## config.mk

```make
export PLATFORM = sky130hd
export DESIGN_NAME = lfp_top
export DESIGN_NICKNAME = d
export VERILOG_FILES = /design/src/hdl/lfp_pkg.sv /design/src/hdl/lfp_nv_store.sv /design/src/hdl/lfp_top.sv
export VERILOG_INCLUDE_DIRS = /design/src /design/src/hdl
export SDC_FILE = /design/constraint.sdc
export NUM_CORES = 1
export LEC_CHECK = 0
export CAP_MARGIN = 20
export CORE_ASPECT_RATIO = 1.4
export CORE_MARGIN = 2
export CORE_UTILIZATION = 49
export CTS_BUF_LIST = sky130_fd_sc_hd__clkbuf_4 sky130_fd_sc_hd__clkbuf_8
export DETAILED_ROUTE_END_ITERATION = 12
export DONT_BUFFER_PORTS = 1
export GPL_ROUTABILITY_DRIVEN = 0
export SLEW_MARGIN = 20
export SYNTH_ARGS = -nofsm -noshare
export SYNTH_HDL_FRONTEND = slang
export SYNTH_SLANG_ARGS = --single-unit
```

## constraint.sdc

```tcl
create_clock -name mclk_i -period 4.9 [get_ports mclk_i]
set_clock_uncertainty 0.15 [all_clocks]
set_input_delay 0.49 -clock mclk_i [delete_from_list [all_inputs] [get_ports mclk_i]]
set_output_delay 0.49 -clock mclk_i [all_outputs]
set_load 0.1 [all_outputs]
```

## src/hdl/lfp_defines.svh

```systemverilog
`ifndef LFP_DEFINES_SVH
`define LFP_DEFINES_SVH

// ==================================================
// bus and register map
`define LFP_ADDR_W 4
`define LFP_REG_STATUS 4'h0
`define LFP_REG_CMD 4'h4
`define LFP_REG_RESULT 4'h8
`define LFP_RESP_OKAY 2'h0
`define LFP_RESP_SLVERR 2'h2

// ==================================================
// nonvolatile bit layout, blank state is all ones
`define LFP_NV_W 6
`define LFP_NV_LOCK_FIRST 0
`define LFP_NV_LOCK_SECOND 1
`define LFP_NV_SERIAL_EN 2
`define LFP_NV_STARTUP_LO 3
`define LFP_NV_STARTUP_HI 4
`define LFP_NV_PRESERVE 5
`define LFP_NV_BLANK 6'h3F

// ==================================================
// command word fields
`define LFP_CMD_OP_LO 0
`define LFP_CMD_OP_HI 2
`define LFP_CMD_SERIAL 3
`define LFP_CMD_LOCK_LO 4
`define LFP_CMD_LOCK_HI 5
`define LFP_CMD_FUSE_LO 8
`define LFP_CMD_FUSE_HI 11

// ==================================================
// status and result fields
`define LFP_STAT_LOCKED 8
`define LFP_STAT_READY 9
`define LFP_RES_ACCEPT 0
`define LFP_RES_REFUSE 1
`define LFP_RES_OP_LO 4
`define LFP_RES_OP_HI 6

// ==================================================
// start-up timing
`define LFP_CLK_HZ 40000000
`define LFP_STARTUP_MS_DEFAULT 16
`define LFP_STARTUP_CNT_W 20

`endif

```

## src/hdl/lfp_pkg.sv

```systemverilog
package lfp_pkg;

  typedef enum logic [2:0] {
    LFP_OP_NONE = 3'b000,
    LFP_OP_LOCK = 3'b001,
    LFP_OP_FUSE = 3'b010,
    LFP_OP_ERASE = 3'b011,
    LFP_OP_FLASH = 3'b100,
    LFP_OP_EEPROM = 3'b101
  } lfp_op_e;

  typedef enum logic [0:0] {
    LFP_ST_DELAY = 1'b0,
    LFP_ST_READY = 1'b1
  } lfp_st_e;

endpackage : lfp_pkg

```

## src/hdl/lfp_nv_store.sv

```systemverilog
`timescale 1ns/10ps
`include "lfp_defines.svh"

module lfp_nv_store
  import lfp_pkg::*;
#(
  parameter int unsigned WIDTH = `LFP_NV_W
) (
  // clock and control
  input wire logic mclk_i,
  input wire logic ce_i,
  input wire logic blank_i,
  // write side
  input wire logic we_i,
  input wire logic [WIDTH-1:0] wdata_i,
  // read side
  output logic [WIDTH-1:0] rdata_o
);

  // ==================================================
  // storage
  // not touched by the system reset: these bits outlive it
  always_ff @(posedge mclk_i) begin
    if (ce_i) begin
      if (blank_i) begin
        rdata_o <= WIDTH'(`LFP_NV_BLANK);
      end else if (we_i) begin
        rdata_o <= wdata_i;
      end
    end
  end

endmodule : lfp_nv_store

```

## src/hdl/lfp_top.sv

```systemverilog
`timescale 1ns/10ps
`include "lfp_defines.svh"

module lfp_top
  import lfp_pkg::*;
#(
  parameter int unsigned CNT_W = `LFP_STARTUP_CNT_W,
  parameter int unsigned STARTUP_CYC_11 = (`LFP_STARTUP_MS_DEFAULT * (`LFP_CLK_HZ / 1000)),
  parameter int unsigned STARTUP_CYC_10 = 160000,
  parameter int unsigned STARTUP_CYC_01 = 40000,
  parameter int unsigned STARTUP_CYC_00 = 4
) (
  // clock, reset, enable
  input wire logic mclk_i,
  input wire logic rst_i,
  input wire logic ce_i,
  input wire logic nv_blank_i,
  // axi4-lite write
  input wire logic [`LFP_ADDR_W-1:0] s_axi_awaddr_i,
  input wire logic s_axi_awvalid_i,
  output logic s_axi_awready_o,
  input wire logic [31:0] s_axi_wdata_i,
  input wire logic [3:0] s_axi_wstrb_i,
  input wire logic s_axi_wvalid_i,
  output logic s_axi_wready_o,
  output logic [1:0] s_axi_bresp_o,
  output logic s_axi_bvalid_o,
  input wire logic s_axi_bready_i,
  // axi4-lite read
  input wire logic [`LFP_ADDR_W-1:0] s_axi_araddr_i,
  input wire logic s_axi_arvalid_i,
  output logic s_axi_arready_o,
  output logic [31:0] s_axi_rdata_o,
  output logic [1:0] s_axi_rresp_o,
  output logic s_axi_rvalid_o,
  input wire logic s_axi_rready_i,
  // memory control
  output logic flash_write_allow_o,
  output logic flash_prog_o,
  output logic eeprom_prog_o,
  output logic erase_flash_o,
  output logic erase_eeprom_o,
  output logic serial_download_en_o,
  output logic startup_done_o
);

  // ==================================================
  // functions
  function automatic logic [CNT_W-1:0] startup_cycles(input logic [1:0] sel);
    case (sel)
      2'b11: startup_cycles = CNT_W'(STARTUP_CYC_11);
      2'b10: startup_cycles = CNT_W'(STARTUP_CYC_10);
      2'b01: startup_cycles = CNT_W'(STARTUP_CYC_01);
      default: startup_cycles = CNT_W'(STARTUP_CYC_00);
    endcase
  endfunction : startup_cycles

  // ==================================================
  // write channel capture
  logic [`LFP_ADDR_W-1:0] awaddr_q;
  logic [31:0] wdata_q;
  logic aw_have_q;
  logic w_have_q;
  logic [`LFP_NV_W-1:0] nv;
  logic [2:0] res_op_q;
  logic res_ok_q;
  logic res_ref_q;
  lfp_st_e st_q;
  logic [CNT_W-1:0] cnt_q;

  wire aw_take = ce_i && s_axi_awvalid_i && s_axi_awready_o;
  wire w_take = ce_i && s_axi_wvalid_i && s_axi_wready_o;
  wire wr_fire = ce_i && aw_have_q && w_have_q && !s_axi_bvalid_o;
  wire wr_is_cmd = (awaddr_q == `LFP_REG_CMD);
  wire cmd_fire = wr_fire && wr_is_cmd;

  always_ff @(posedge mclk_i) begin
    if (rst_i) begin
      aw_have_q <= 1'b0;
      w_have_q <= 1'b0;
      awaddr_q <= '0;
      wdata_q <= '0;
      s_axi_awready_o <= 1'b1;
      s_axi_wready_o <= 1'b1;
      s_axi_bvalid_o <= 1'b0;
      s_axi_bresp_o <= `LFP_RESP_OKAY;
    end else if (ce_i) begin
      if (aw_take) begin
        awaddr_q <= s_axi_awaddr_i;
        aw_have_q <= 1'b1;
        s_axi_awready_o <= 1'b0;
      end
      if (w_take) begin
        wdata_q <= s_axi_wdata_i;
        w_have_q <= 1'b1;
        s_axi_wready_o <= 1'b0;
      end
      if (wr_fire) begin
        aw_have_q <= 1'b0;
        w_have_q <= 1'b0;
        s_axi_bvalid_o <= 1'b1;
        s_axi_bresp_o <= wr_is_cmd ? `LFP_RESP_OKAY : `LFP_RESP_SLVERR;
      end
      if (s_axi_bvalid_o && s_axi_bready_i) begin
        s_axi_bvalid_o <= 1'b0;
        s_axi_awready_o <= 1'b1;
        s_axi_wready_o <= 1'b1;
      end
    end
  end

  // ==================================================
  // command decode
  // strobes are ignored: a command word only makes sense whole
  lfp_op_e op;
  assign op = lfp_op_e'(wdata_q[`LFP_CMD_OP_HI:`LFP_CMD_OP_LO]);
  wire ser = wdata_q[`LFP_CMD_SERIAL];
  wire [1:0] lock_new = wdata_q[`LFP_CMD_LOCK_HI:`LFP_CMD_LOCK_LO];
  wire [3:0] fuse_new = wdata_q[`LFP_CMD_FUSE_HI:`LFP_CMD_FUSE_LO];
  wire [1:0] lock_cur = nv[`LFP_NV_LOCK_SECOND:`LFP_NV_LOCK_FIRST];
  wire [3:0] fuse_cur = nv[`LFP_NV_PRESERVE:`LFP_NV_SERIAL_EN];
  // only the first lock bit decides locked: the second lock bit programmed alone leaves the part unlocked
  wire locked = !lock_cur[0];
  wire any_lock = !(&lock_cur);
  wire ser_ok = !nv[`LFP_NV_SERIAL_EN];
  wire serial_download_enable_fuse_chg = (fuse_new[0] != fuse_cur[0]);
  wire pres_prog = fuse_cur[3] && !fuse_new[3];

  wire ref_ser = ser && !ser_ok;
  wire ref_lock = (op == LFP_OP_LOCK) && ser;
  wire ref_fuse = (op == LFP_OP_FUSE) &&
                  (locked || (ser && serial_download_enable_fuse_chg) || (pres_prog && any_lock));
  wire ref_mem = ((op == LFP_OP_FLASH) || (op == LFP_OP_EEPROM)) && locked;
  wire op_bad = (op == LFP_OP_NONE) || (op > LFP_OP_EEPROM);
  wire refuse = ref_ser || ref_lock || ref_fuse || ref_mem || op_bad;
  wire accept = cmd_fire && !refuse;

  // ==================================================
  // nonvolatile update
  logic [`LFP_NV_W-1:0] nv_d;
  always_comb begin
    nv_d = nv;
    case (op)
      LFP_OP_LOCK: nv_d[1:0] = lock_cur & lock_new;
      LFP_OP_FUSE: nv_d[5:2] = fuse_new;
      LFP_OP_ERASE: nv_d[1:0] = 2'b11;
      default: nv_d = nv;
    endcase
  end

  lfp_nv_store #(
    .WIDTH(`LFP_NV_W)
  ) u_store (
    .mclk_i(mclk_i),
    .ce_i(ce_i),
    .blank_i(nv_blank_i),
    .we_i(accept),
    .wdata_i(nv_d),
    .rdata_o(nv)
  );

  // ==================================================
  // memory strobes and result
  always_ff @(posedge mclk_i) begin
    if (rst_i) begin
      flash_prog_o <= 1'b0;
      eeprom_prog_o <= 1'b0;
      erase_flash_o <= 1'b0;
      erase_eeprom_o <= 1'b0;
      flash_write_allow_o <= 1'b0;
      serial_download_en_o <= 1'b0;
      res_op_q <= 3'h0;
      res_ok_q <= 1'b0;
      res_ref_q <= 1'b0;
    end else if (ce_i) begin
      flash_prog_o <= accept && (op == LFP_OP_FLASH);
      eeprom_prog_o <= accept && (op == LFP_OP_EEPROM);
      erase_flash_o <= accept && (op == LFP_OP_ERASE);
      erase_eeprom_o <= accept && (op == LFP_OP_ERASE) && nv[`LFP_NV_PRESERVE];
      flash_write_allow_o <= !locked;
      serial_download_en_o <= ser_ok;
      if (cmd_fire) begin
        res_op_q <= op;
        res_ok_q <= !refuse;
        res_ref_q <= refuse;
      end
    end
  end

  // ==================================================
  // start-up delay
  // the start-up fuses, read live throughout the delay, decide the wait
  wire [CNT_W-1:0] cnt_end = startup_cycles(nv[`LFP_NV_STARTUP_HI:`LFP_NV_STARTUP_LO]);
  always_ff @(posedge mclk_i) begin
    if (rst_i) begin
      st_q <= LFP_ST_DELAY;
      cnt_q <= '0;
      startup_done_o <= 1'b0;
    end else if (ce_i) begin
      case (st_q)
        LFP_ST_DELAY: begin
          if (cnt_q >= cnt_end - CNT_W'(1)) begin
            st_q <= LFP_ST_READY;
            startup_done_o <= 1'b1;
          end else begin
            cnt_q <= cnt_q + CNT_W'(1);
          end
        end
        LFP_ST_READY: startup_done_o <= 1'b1;
        default: st_q <= LFP_ST_DELAY;
      endcase
    end
  end

  // ==================================================
  // read channel
  wire [31:0] stat_word = {22'h0, startup_done_o, locked, 2'h0, nv};
  wire [31:0] res_word = {25'h0, res_op_q, 2'h0, res_ref_q, res_ok_q};
  wire ar_take = ce_i && s_axi_arvalid_i && s_axi_arready_o;
  wire rd_stat = (s_axi_araddr_i == `LFP_REG_STATUS);
  wire rd_res = (s_axi_araddr_i == `LFP_REG_RESULT);
  wire [31:0] rd_word = rd_stat ? stat_word : (rd_res ? res_word : 32'h0);

  always_ff @(posedge mclk_i) begin
    if (rst_i) begin
      s_axi_arready_o <= 1'b1;
      s_axi_rvalid_o <= 1'b0;
      s_axi_rdata_o <= 32'h0;
      s_axi_rresp_o <= `LFP_RESP_OKAY;
    end else if (ce_i) begin
      if (ar_take) begin
        s_axi_arready_o <= 1'b0;
        s_axi_rvalid_o <= 1'b1;
        s_axi_rdata_o <= rd_word;
        s_axi_rresp_o <= (rd_stat || rd_res) ? `LFP_RESP_OKAY : `LFP_RESP_SLVERR;
      end else if (s_axi_rvalid_o && s_axi_rready_i) begin
        s_axi_rvalid_o <= 1'b0;
        s_axi_arready_o <= 1'b1;
      end
    end
  end
endmodule : lfp_top

```

==> results of run 1 <==
## per-layer routing
metal	vias up	global-route usage	routed length [um]
met4	0	0.0880	151
met5	-	0	0
met1	1369	0.219	3150
li1	1461	-	-
met3	12	0.0379	262
met2	50	0.376	4360
## critical path, cell delays in order (launching register included)
cell	delay, ns
edfxtp_1	0.49
inv_1	0.20
ha_1	0.24
inv_1	0.06
ha_1	0.29
ha_1	0.29
nand4_1	0.11
nor4_1	0.06
a22oi_2	0.39
nand4_1	0.46
or4_2	0.67
a21oi_1	0.16
## how the worst min path moves through the flow
stage	from	end	slack (ns)	cells after the start
CTS	rst_i	res_ok_q	0.03	1
global route	rst_i	res_op_q[2]	0.03	1
finish	rst_i	cnt_q[12]	0.04	1
detailed placement	wdata_q[9]	wdata_q[9]	0.29	2
global placement	res_op_q[1]	res_op_q[1]	0.29	2
floorplan	wdata_q[10]	wdata_q[10]	0.28	2
## cell usage in the layout (no fill, tap or decap), types with 2 or more instances in the layout
cell type / count
dfxtp_1: 65
nand2_1: 56
a21oi_1: 43
nor2_1: 31
ha_1: 27
conb_1: 26
inv_1: 16
nand3_1: 15
o21ai_0: 13
nand4_1: 9
clkbuf_8: 9
a22oi_1: 8
and3_1: 7
o31ai_1: 7
nor3_1: 6
or4_1: 6
edfxtp_1: 6
mux2i_1: 5
a21o_1: 5
or3_1: 5
or2_2: 5
a211oi_1: 3
a31oi_1: 3
a32oi_1: 3
nor4_1: 3
o21a_1: 3
nand4_2: 2
and4_1: 2
a221o_1: 2
mux2_2: 2
clkinv_4: 2
## stage by stage
stage | instance area (um^2) | hold WS [ns]
2_1_floorplan | 3780 | 0.282
3_3_place_gp | 3640 | 0.285
3_5_place_dp | 3640 | 0.289
4_1_cts | 3850 | 0.0346
5_1_grt | 3850 | 0.0271
6_report | 3850 | 0.0421
## registers in the layout, summed over array words and instances, names as in the netlist, 3 cells and up
signal           count
s_axi_rdata_o        9
u_store.rdata_o      6
wdata_q             10
res_op_q             3
cnt_q               20
awaddr_q             4
## cells by family (layout without fill, tap and decap cells)
family,Yosys count,after routing,share of synthesized area
xor gates and xnor gates,1,1,0.00238
AOI/OAI and AO/OA,100,100,0.175
muxes,7,7,0.0197
other,2,26,0.00204
DFF,71,71,0.402
adders and majority gates,27,27,0.0916
buffers and inverters,59,33,0.0869
and+or+nand+nor,157,157,0.220
## power by group through the flow
stage	Sequential, mW	Combinational (mW)	Clock, mW
after floorplan	0.659	0.162	0
after global placement	0.665	0.146	0
after detailed placement	0.666	0.149	0
after CTS	0.653	0.150	0.498
after global routing	0.655	0.160	0.524
final	0.652	0.149	0.491
## cell type report
type / instances / area share
multi-input combinational: 318 / 0.513
sequential: 71 / 0.385
clock buffer: 9 / 0.0322
tap: 97 / 0.0315
clock inverter: 7 / 0.0208
inverter: 16 / 0.0156
timing repair buffer: 1 / 0.00195
==> impl_metrics.csv, run 1 <==
group,metric,value,unit
run_status,outcome,"finished clean",
timing,slew_viol_final,0,
timing,setup_violations,0,
floorplan,die_x,77.3,um
routing,wl_per_cell,15.3,um
final_layout,final_layout_size_suffix_gt1_frac,0.0900,
synth,ys_seq_area_frac,0.402,
power,swShare,0.327,
critical_path,path_max_fanout,11,
timing,setup_tns,0,ns
routing,drt_first_pass_iters,5,
synth,ys_warn_count,0,
power,p_comb_frac,0.115,
floorplan,start_util,0.504,
synth,synth_area_leaders,"dfxtp_1 (35%), ha_1 (9.2%), a21oi_1 (5.8%)",
global_route,grt_pass1_vias,2709,
critical_path,cp.arrival,3.77,ns
synth,syn_area_per_cell,8.69,um^2
clock_network,hold_buffers,0,
timing,setup_slack,1.28,ns
timing,period_share,0.739,
power,p_clk_frac,0.380,
final_layout,diodes,0,
synth,async_flop_share,0,
critical_path,r2r_end,"cnt_q[11]",
critical_path,r2r-start,"u_store.rdata_o[3]",
synth,synthTopCellsByCount,"dfxtp_1 (65), nand2_1 (56), a21oi_1 (43)",
critical_path,required,5.05,ns
timing,timing.fmax,276,MHz
final_layout,area_delta_synth_final,4.41,%
clock_network,worstSkewPairLatency,0.36,ns
critical_path,critical_path_class,"reg2reg",
critical_path,r2r.worst_path.cells,11,
final_layout,seqCellArea,1480,um^2
power,power_density,336,nW/um^2
global_route,grt_usage,0.202,
power,power.leakage,1.50,nW
timing,worstMarginPinSlew,1.03,ns
synth,synth_edf_count,6,
power,p_int,0.869,mW
critical_path,critPathLaunch,"u_store.rdata_o[3]",
place,dp_hpwl,5.79,mm
critical_path,cp-end-kind,"flip-flop",
global_route,gr-total-overflow,0,
routing,via_per_inst,5.57,
timing,relSlewSlack,0.315,
power,ir_drop,222,uV
routing,dr_total_vias,2892,
floorplan,fp-row-count,37,
routing,routed_wl,7.93,mm
final_layout,finalNonFillerCells,519,
global_route,antenna_found_initial,0,
clock_network,cts_tree,"yes",
clock_network,cts_root_buffer,"clkbuf_8",
synth,yosysTopAreaCellShare,0.353,
power,p_total,1.29,mW
timing,hold_violations,0,
routing,drc_errors,0,
critical_path,critPathLaunchType,"flip-flop",
power,seq_power_share,0.505,
clock_network,cts_buffers,9,
floorplan,core_area,7310,um^2
synth,synth.distinct_cells,55,
clock_network,cts_num_sinks,71,
clock_network,clockBufferDepth,2,
final_layout,num-fill-cells,744,
clock_network,cts_repair_resize_count,0,
synth,yosysTopAreaCell,"dfxtp_1",
final_layout,nets,497,
clock_network,htreeDepth,3,
timing,post-route-min-period,3.62,ns
final_layout,final_core_util,0.526,
final_layout,multiInputGateArea,1970,um^2
global_route,grt_pass1_wl,13.1,mm
place,io_buffers,0,
run,max_cap_viol_count,0,
synth,syn_inst,424,
timing,grt_setup_unrepaired,"no",
synth,ys_seq_elements,71,
clock_network,clkTransAtPathRegs,0.08,ns
synth,synth_flop_cell,"dfxtp_1",
place,dp_cells,503,
routing,ant_nets,0,
place,post-place-ws,1.25,ns
floorplan,fp.dieH,107,um
floorplan,io_pins,101,
clock_network,cts_setup_buffers,0,
routing,drtIter0Drc,136,
critical_path,crit_end,"cnt_q[11]",
min_path,hp-class,"in2reg",
synth,netlist_area,3690,um^2
synth,synth_most_common_cell,"dfxtp_1",
floorplan,die_area,8240,um^2
power,netSwitchingPower,0.423,mW
critical_path,reg2reg_slack,1.28,ns
global_route,grt_max_degree,60,
(Power assumes the default switching activity.)
==> run 2: changes to the inputs <==
--- a/config.mk
+++ b/config.mk
@@ -14,6 +14,7 @@
 export DETAILED_ROUTE_END_ITERATION = 12
 export DONT_BUFFER_PORTS = 1
 export GPL_ROUTABILITY_DRIVEN = 0
+export PLACE_DENSITY = 0.66
 export SLEW_MARGIN = 20
 export SYNTH_ARGS = -nofsm -noshare
 export SYNTH_HDL_FRONTEND = slang
==> constraint.sdc (replaced) <==
create_clock -name mclk_i -period 2.9 [get_ports mclk_i]
set_clock_uncertainty 0.15 [all_clocks]
set_input_delay 0.29 -clock mclk_i [delete_from_list [all_inputs] [get_ports mclk_i]]
set_output_delay 0.29 -clock mclk_i [all_outputs]
set_load 0.1 [all_outputs]
==> run 2 against run 1 <==
- first-iteration DRC count up 2.2%
- fmax is 25% higher
- hold slack lost 0.020 ns
- flip-flop and latch count is the same
- sequential share of layout area down 6.4 points
- critical endpoint is now cnt_q[15]
==> impl_metrics.csv, run 2 (synthesis results as in run 1) <==
group,metric,value,unit
run_status,outcome,"finished clean",
routing,drt_first_pass_iters,5,
final_layout,reg_top3,"cnt_q: 20 flops, wdata_q: 10 flops, s_axi_rdata_o: 9 flops",
power,swShare,0.299,
final_layout,final_cell_mix,"dfxtp_1 (65), nand2_1 (55), a21oi_1 (41)",
clock_network,clkTransAtPathRegs,0.08,ns
global_route,grt_pass1_vias,3236,
power,power_density,520,nW/um^2
timing,period_share,0.996,
global_route,gr-total-overflow,0,
power,ir_drop,434,uV
clock_network,cts_num_sinks,71,
timing,timing.fmax,346,MHz
timing,relSlewSlack,0.309,
critical_path,cpLargestDelayFamily,"simple AND/OR/NAND/NOR gates",
critical_path,required,3.04,ns
final_layout,regMostFlops,"cnt_q",
power,seq_power_share,0.441,
critical_path,cp.arrival,3.03,ns
clock_network,cts_root_buffer,"clkbuf_8",
floorplan,die_x,77.3,um
power,netSwitchingPower,0.720,mW
timing,setup_violations,0,
clock_network,htreeDepth,3,
routing,routed_wl,9.13,mm
final_layout,final_core_util,0.632,
clock_network,cts_tree,"yes",
place,dp_hpwl,6.06,mm
global_route,grt_max_degree,31,
timing,worstMarginPinSlew,1.04,ns
critical_path,critical_path_class,"reg2reg",
routing,ant_nets,0,
timing,grt_setup_unrepaired,"yes",
critical_path,crit_top_cell,"nand4_1",
final_layout,largest_reg_flops,20,
routing,via_per_inst,5.48,
run,max_cap_viol_count,0,
floorplan,core_area,7310,um^2
floorplan,die_area,8240,um^2
power,p_clk_frac,0.406,
critical_path,cp_slowest_cell,"edfxtp_1",
critical_path,cp-end-kind,"flip-flop",
routing,drc_errors,0,
clock_network,cts_buffers,9,
global_route,grt_usage,0.230,
timing,whs,0.0219,ns
min_path,hp-class,"in2reg",
global_route,grt_pass1_wl,15.1,mm
critical_path,crit_chain,"inv_2, buf_6, ha_4, o21bai_1, ha_1, nand4_1, nor4_2, a22oi_2, nand4_1, buf_4, or4_1, a21oi_1",
power,p_total,2.40,mW
power,p_int,1.68,mW
place,io_buffers,0,
final_layout,nets,563,
critical_path,path_buf_inv,3,
final_layout,final_layout_size_suffix_gt1_frac,0.180,
critical_path,max_stage_delay,0.40,ns
place,post-place-ws,-0.0632,ns
floorplan,io_pins,101,
routing,drtIter0Drc,139,
floorplan,fp-row-count,37,
critical_path,path_max_fanout,4,
global_route,antenna_found_initial,0,
final_layout,area_delta_synth_final,25.4,%
timing,slew_viol_final,0,
clock_network,worstSkewPairLatency,0.35,ns
clock_network,clockBufferDepth,2,
timing,hold_violations,0,
floorplan,fp.dieH,107,um
floorplan,start_util,0.504,
power,p_comb_frac,0.152,
timing,post-route-min-period,2.89,ns
final_layout,diodes,0,
power,power.leakage,1.90,nW
final_layout,layout.cells.most_common,"dfxtp_1",
routing,dr_total_vias,3205,
timing,setup_slack,0.0125,ns
routing,wl_per_cell,15.6,um
critical_path,critPathLaunchType,"flip-flop",
-- run 2: final timing paths --
check | start | endpoint | slack, ns | depth (start not counted)
setup / recovery | u_store.rdata_o[3] | cnt_q[15] | 0.01 | 12
hold / removal | ce_i | s_axi_rresp_o[1] | 0.02 | 2
setup reg to reg | u_store.rdata_o[3] | cnt_q[15] | 0.01 | 12
hold reg to reg | res_op_q[0] | res_op_q[0] | 0.32 | 2
-- run 2: final cells by class --
class	instances	area, um^2
Inverter	16	60.1
Clock buffer	9	124
Fill cell	640	2690
Multi-Input combinational cell	318	2110
Clock inverter	7	120
Sequential cell	71	1480
Tap cell	97	121
Timing Repair Buffer	67	608
-- run 2: metrics by stage --
stage               std cells  cell area, um^2  TNS (ns)
finish                    585             4620         0
global route              585             4620     -1.16
floorplan                 448             3780         0
global placement          530             3850         0
detailed placement        530             3850    -0.398
CTS                       582             4470  -0.00564
-- run 2: power by group through the flow --
stage	clock, mW	combinational, mW	sequential (mW)
floorplan	0	0.274	1.11
global placement	0	0.310	1.08
detailed placement	0	0.315	1.08
CTS	0.986	0.350	1.06
global route	1.03	0.388	1.06
finish	0.976	0.366	1.06
-- run 2: repair_timing --
item | CTS | global route
hold buffers | 35 | 0
gates resized for setup | 4 | 25
buffers inserted | 1 | 3
pin swaps | 5 | 14
hold endpoints to repair | 65 | 0
setup endpoints to repair | 11 | 22
-- run 2: layer usage --
metal | track usage | vias to the layer above | share of wire
li1 | - | 1580 | -
met1 | 0.242 | 1535 | 0.38
met2 | 0.441 | 68 | 0.55
met3 | 0.0396 | 22 | 0.037
met4 | 0.105 | 0 | 0.025
met5 | 0 | - | 0
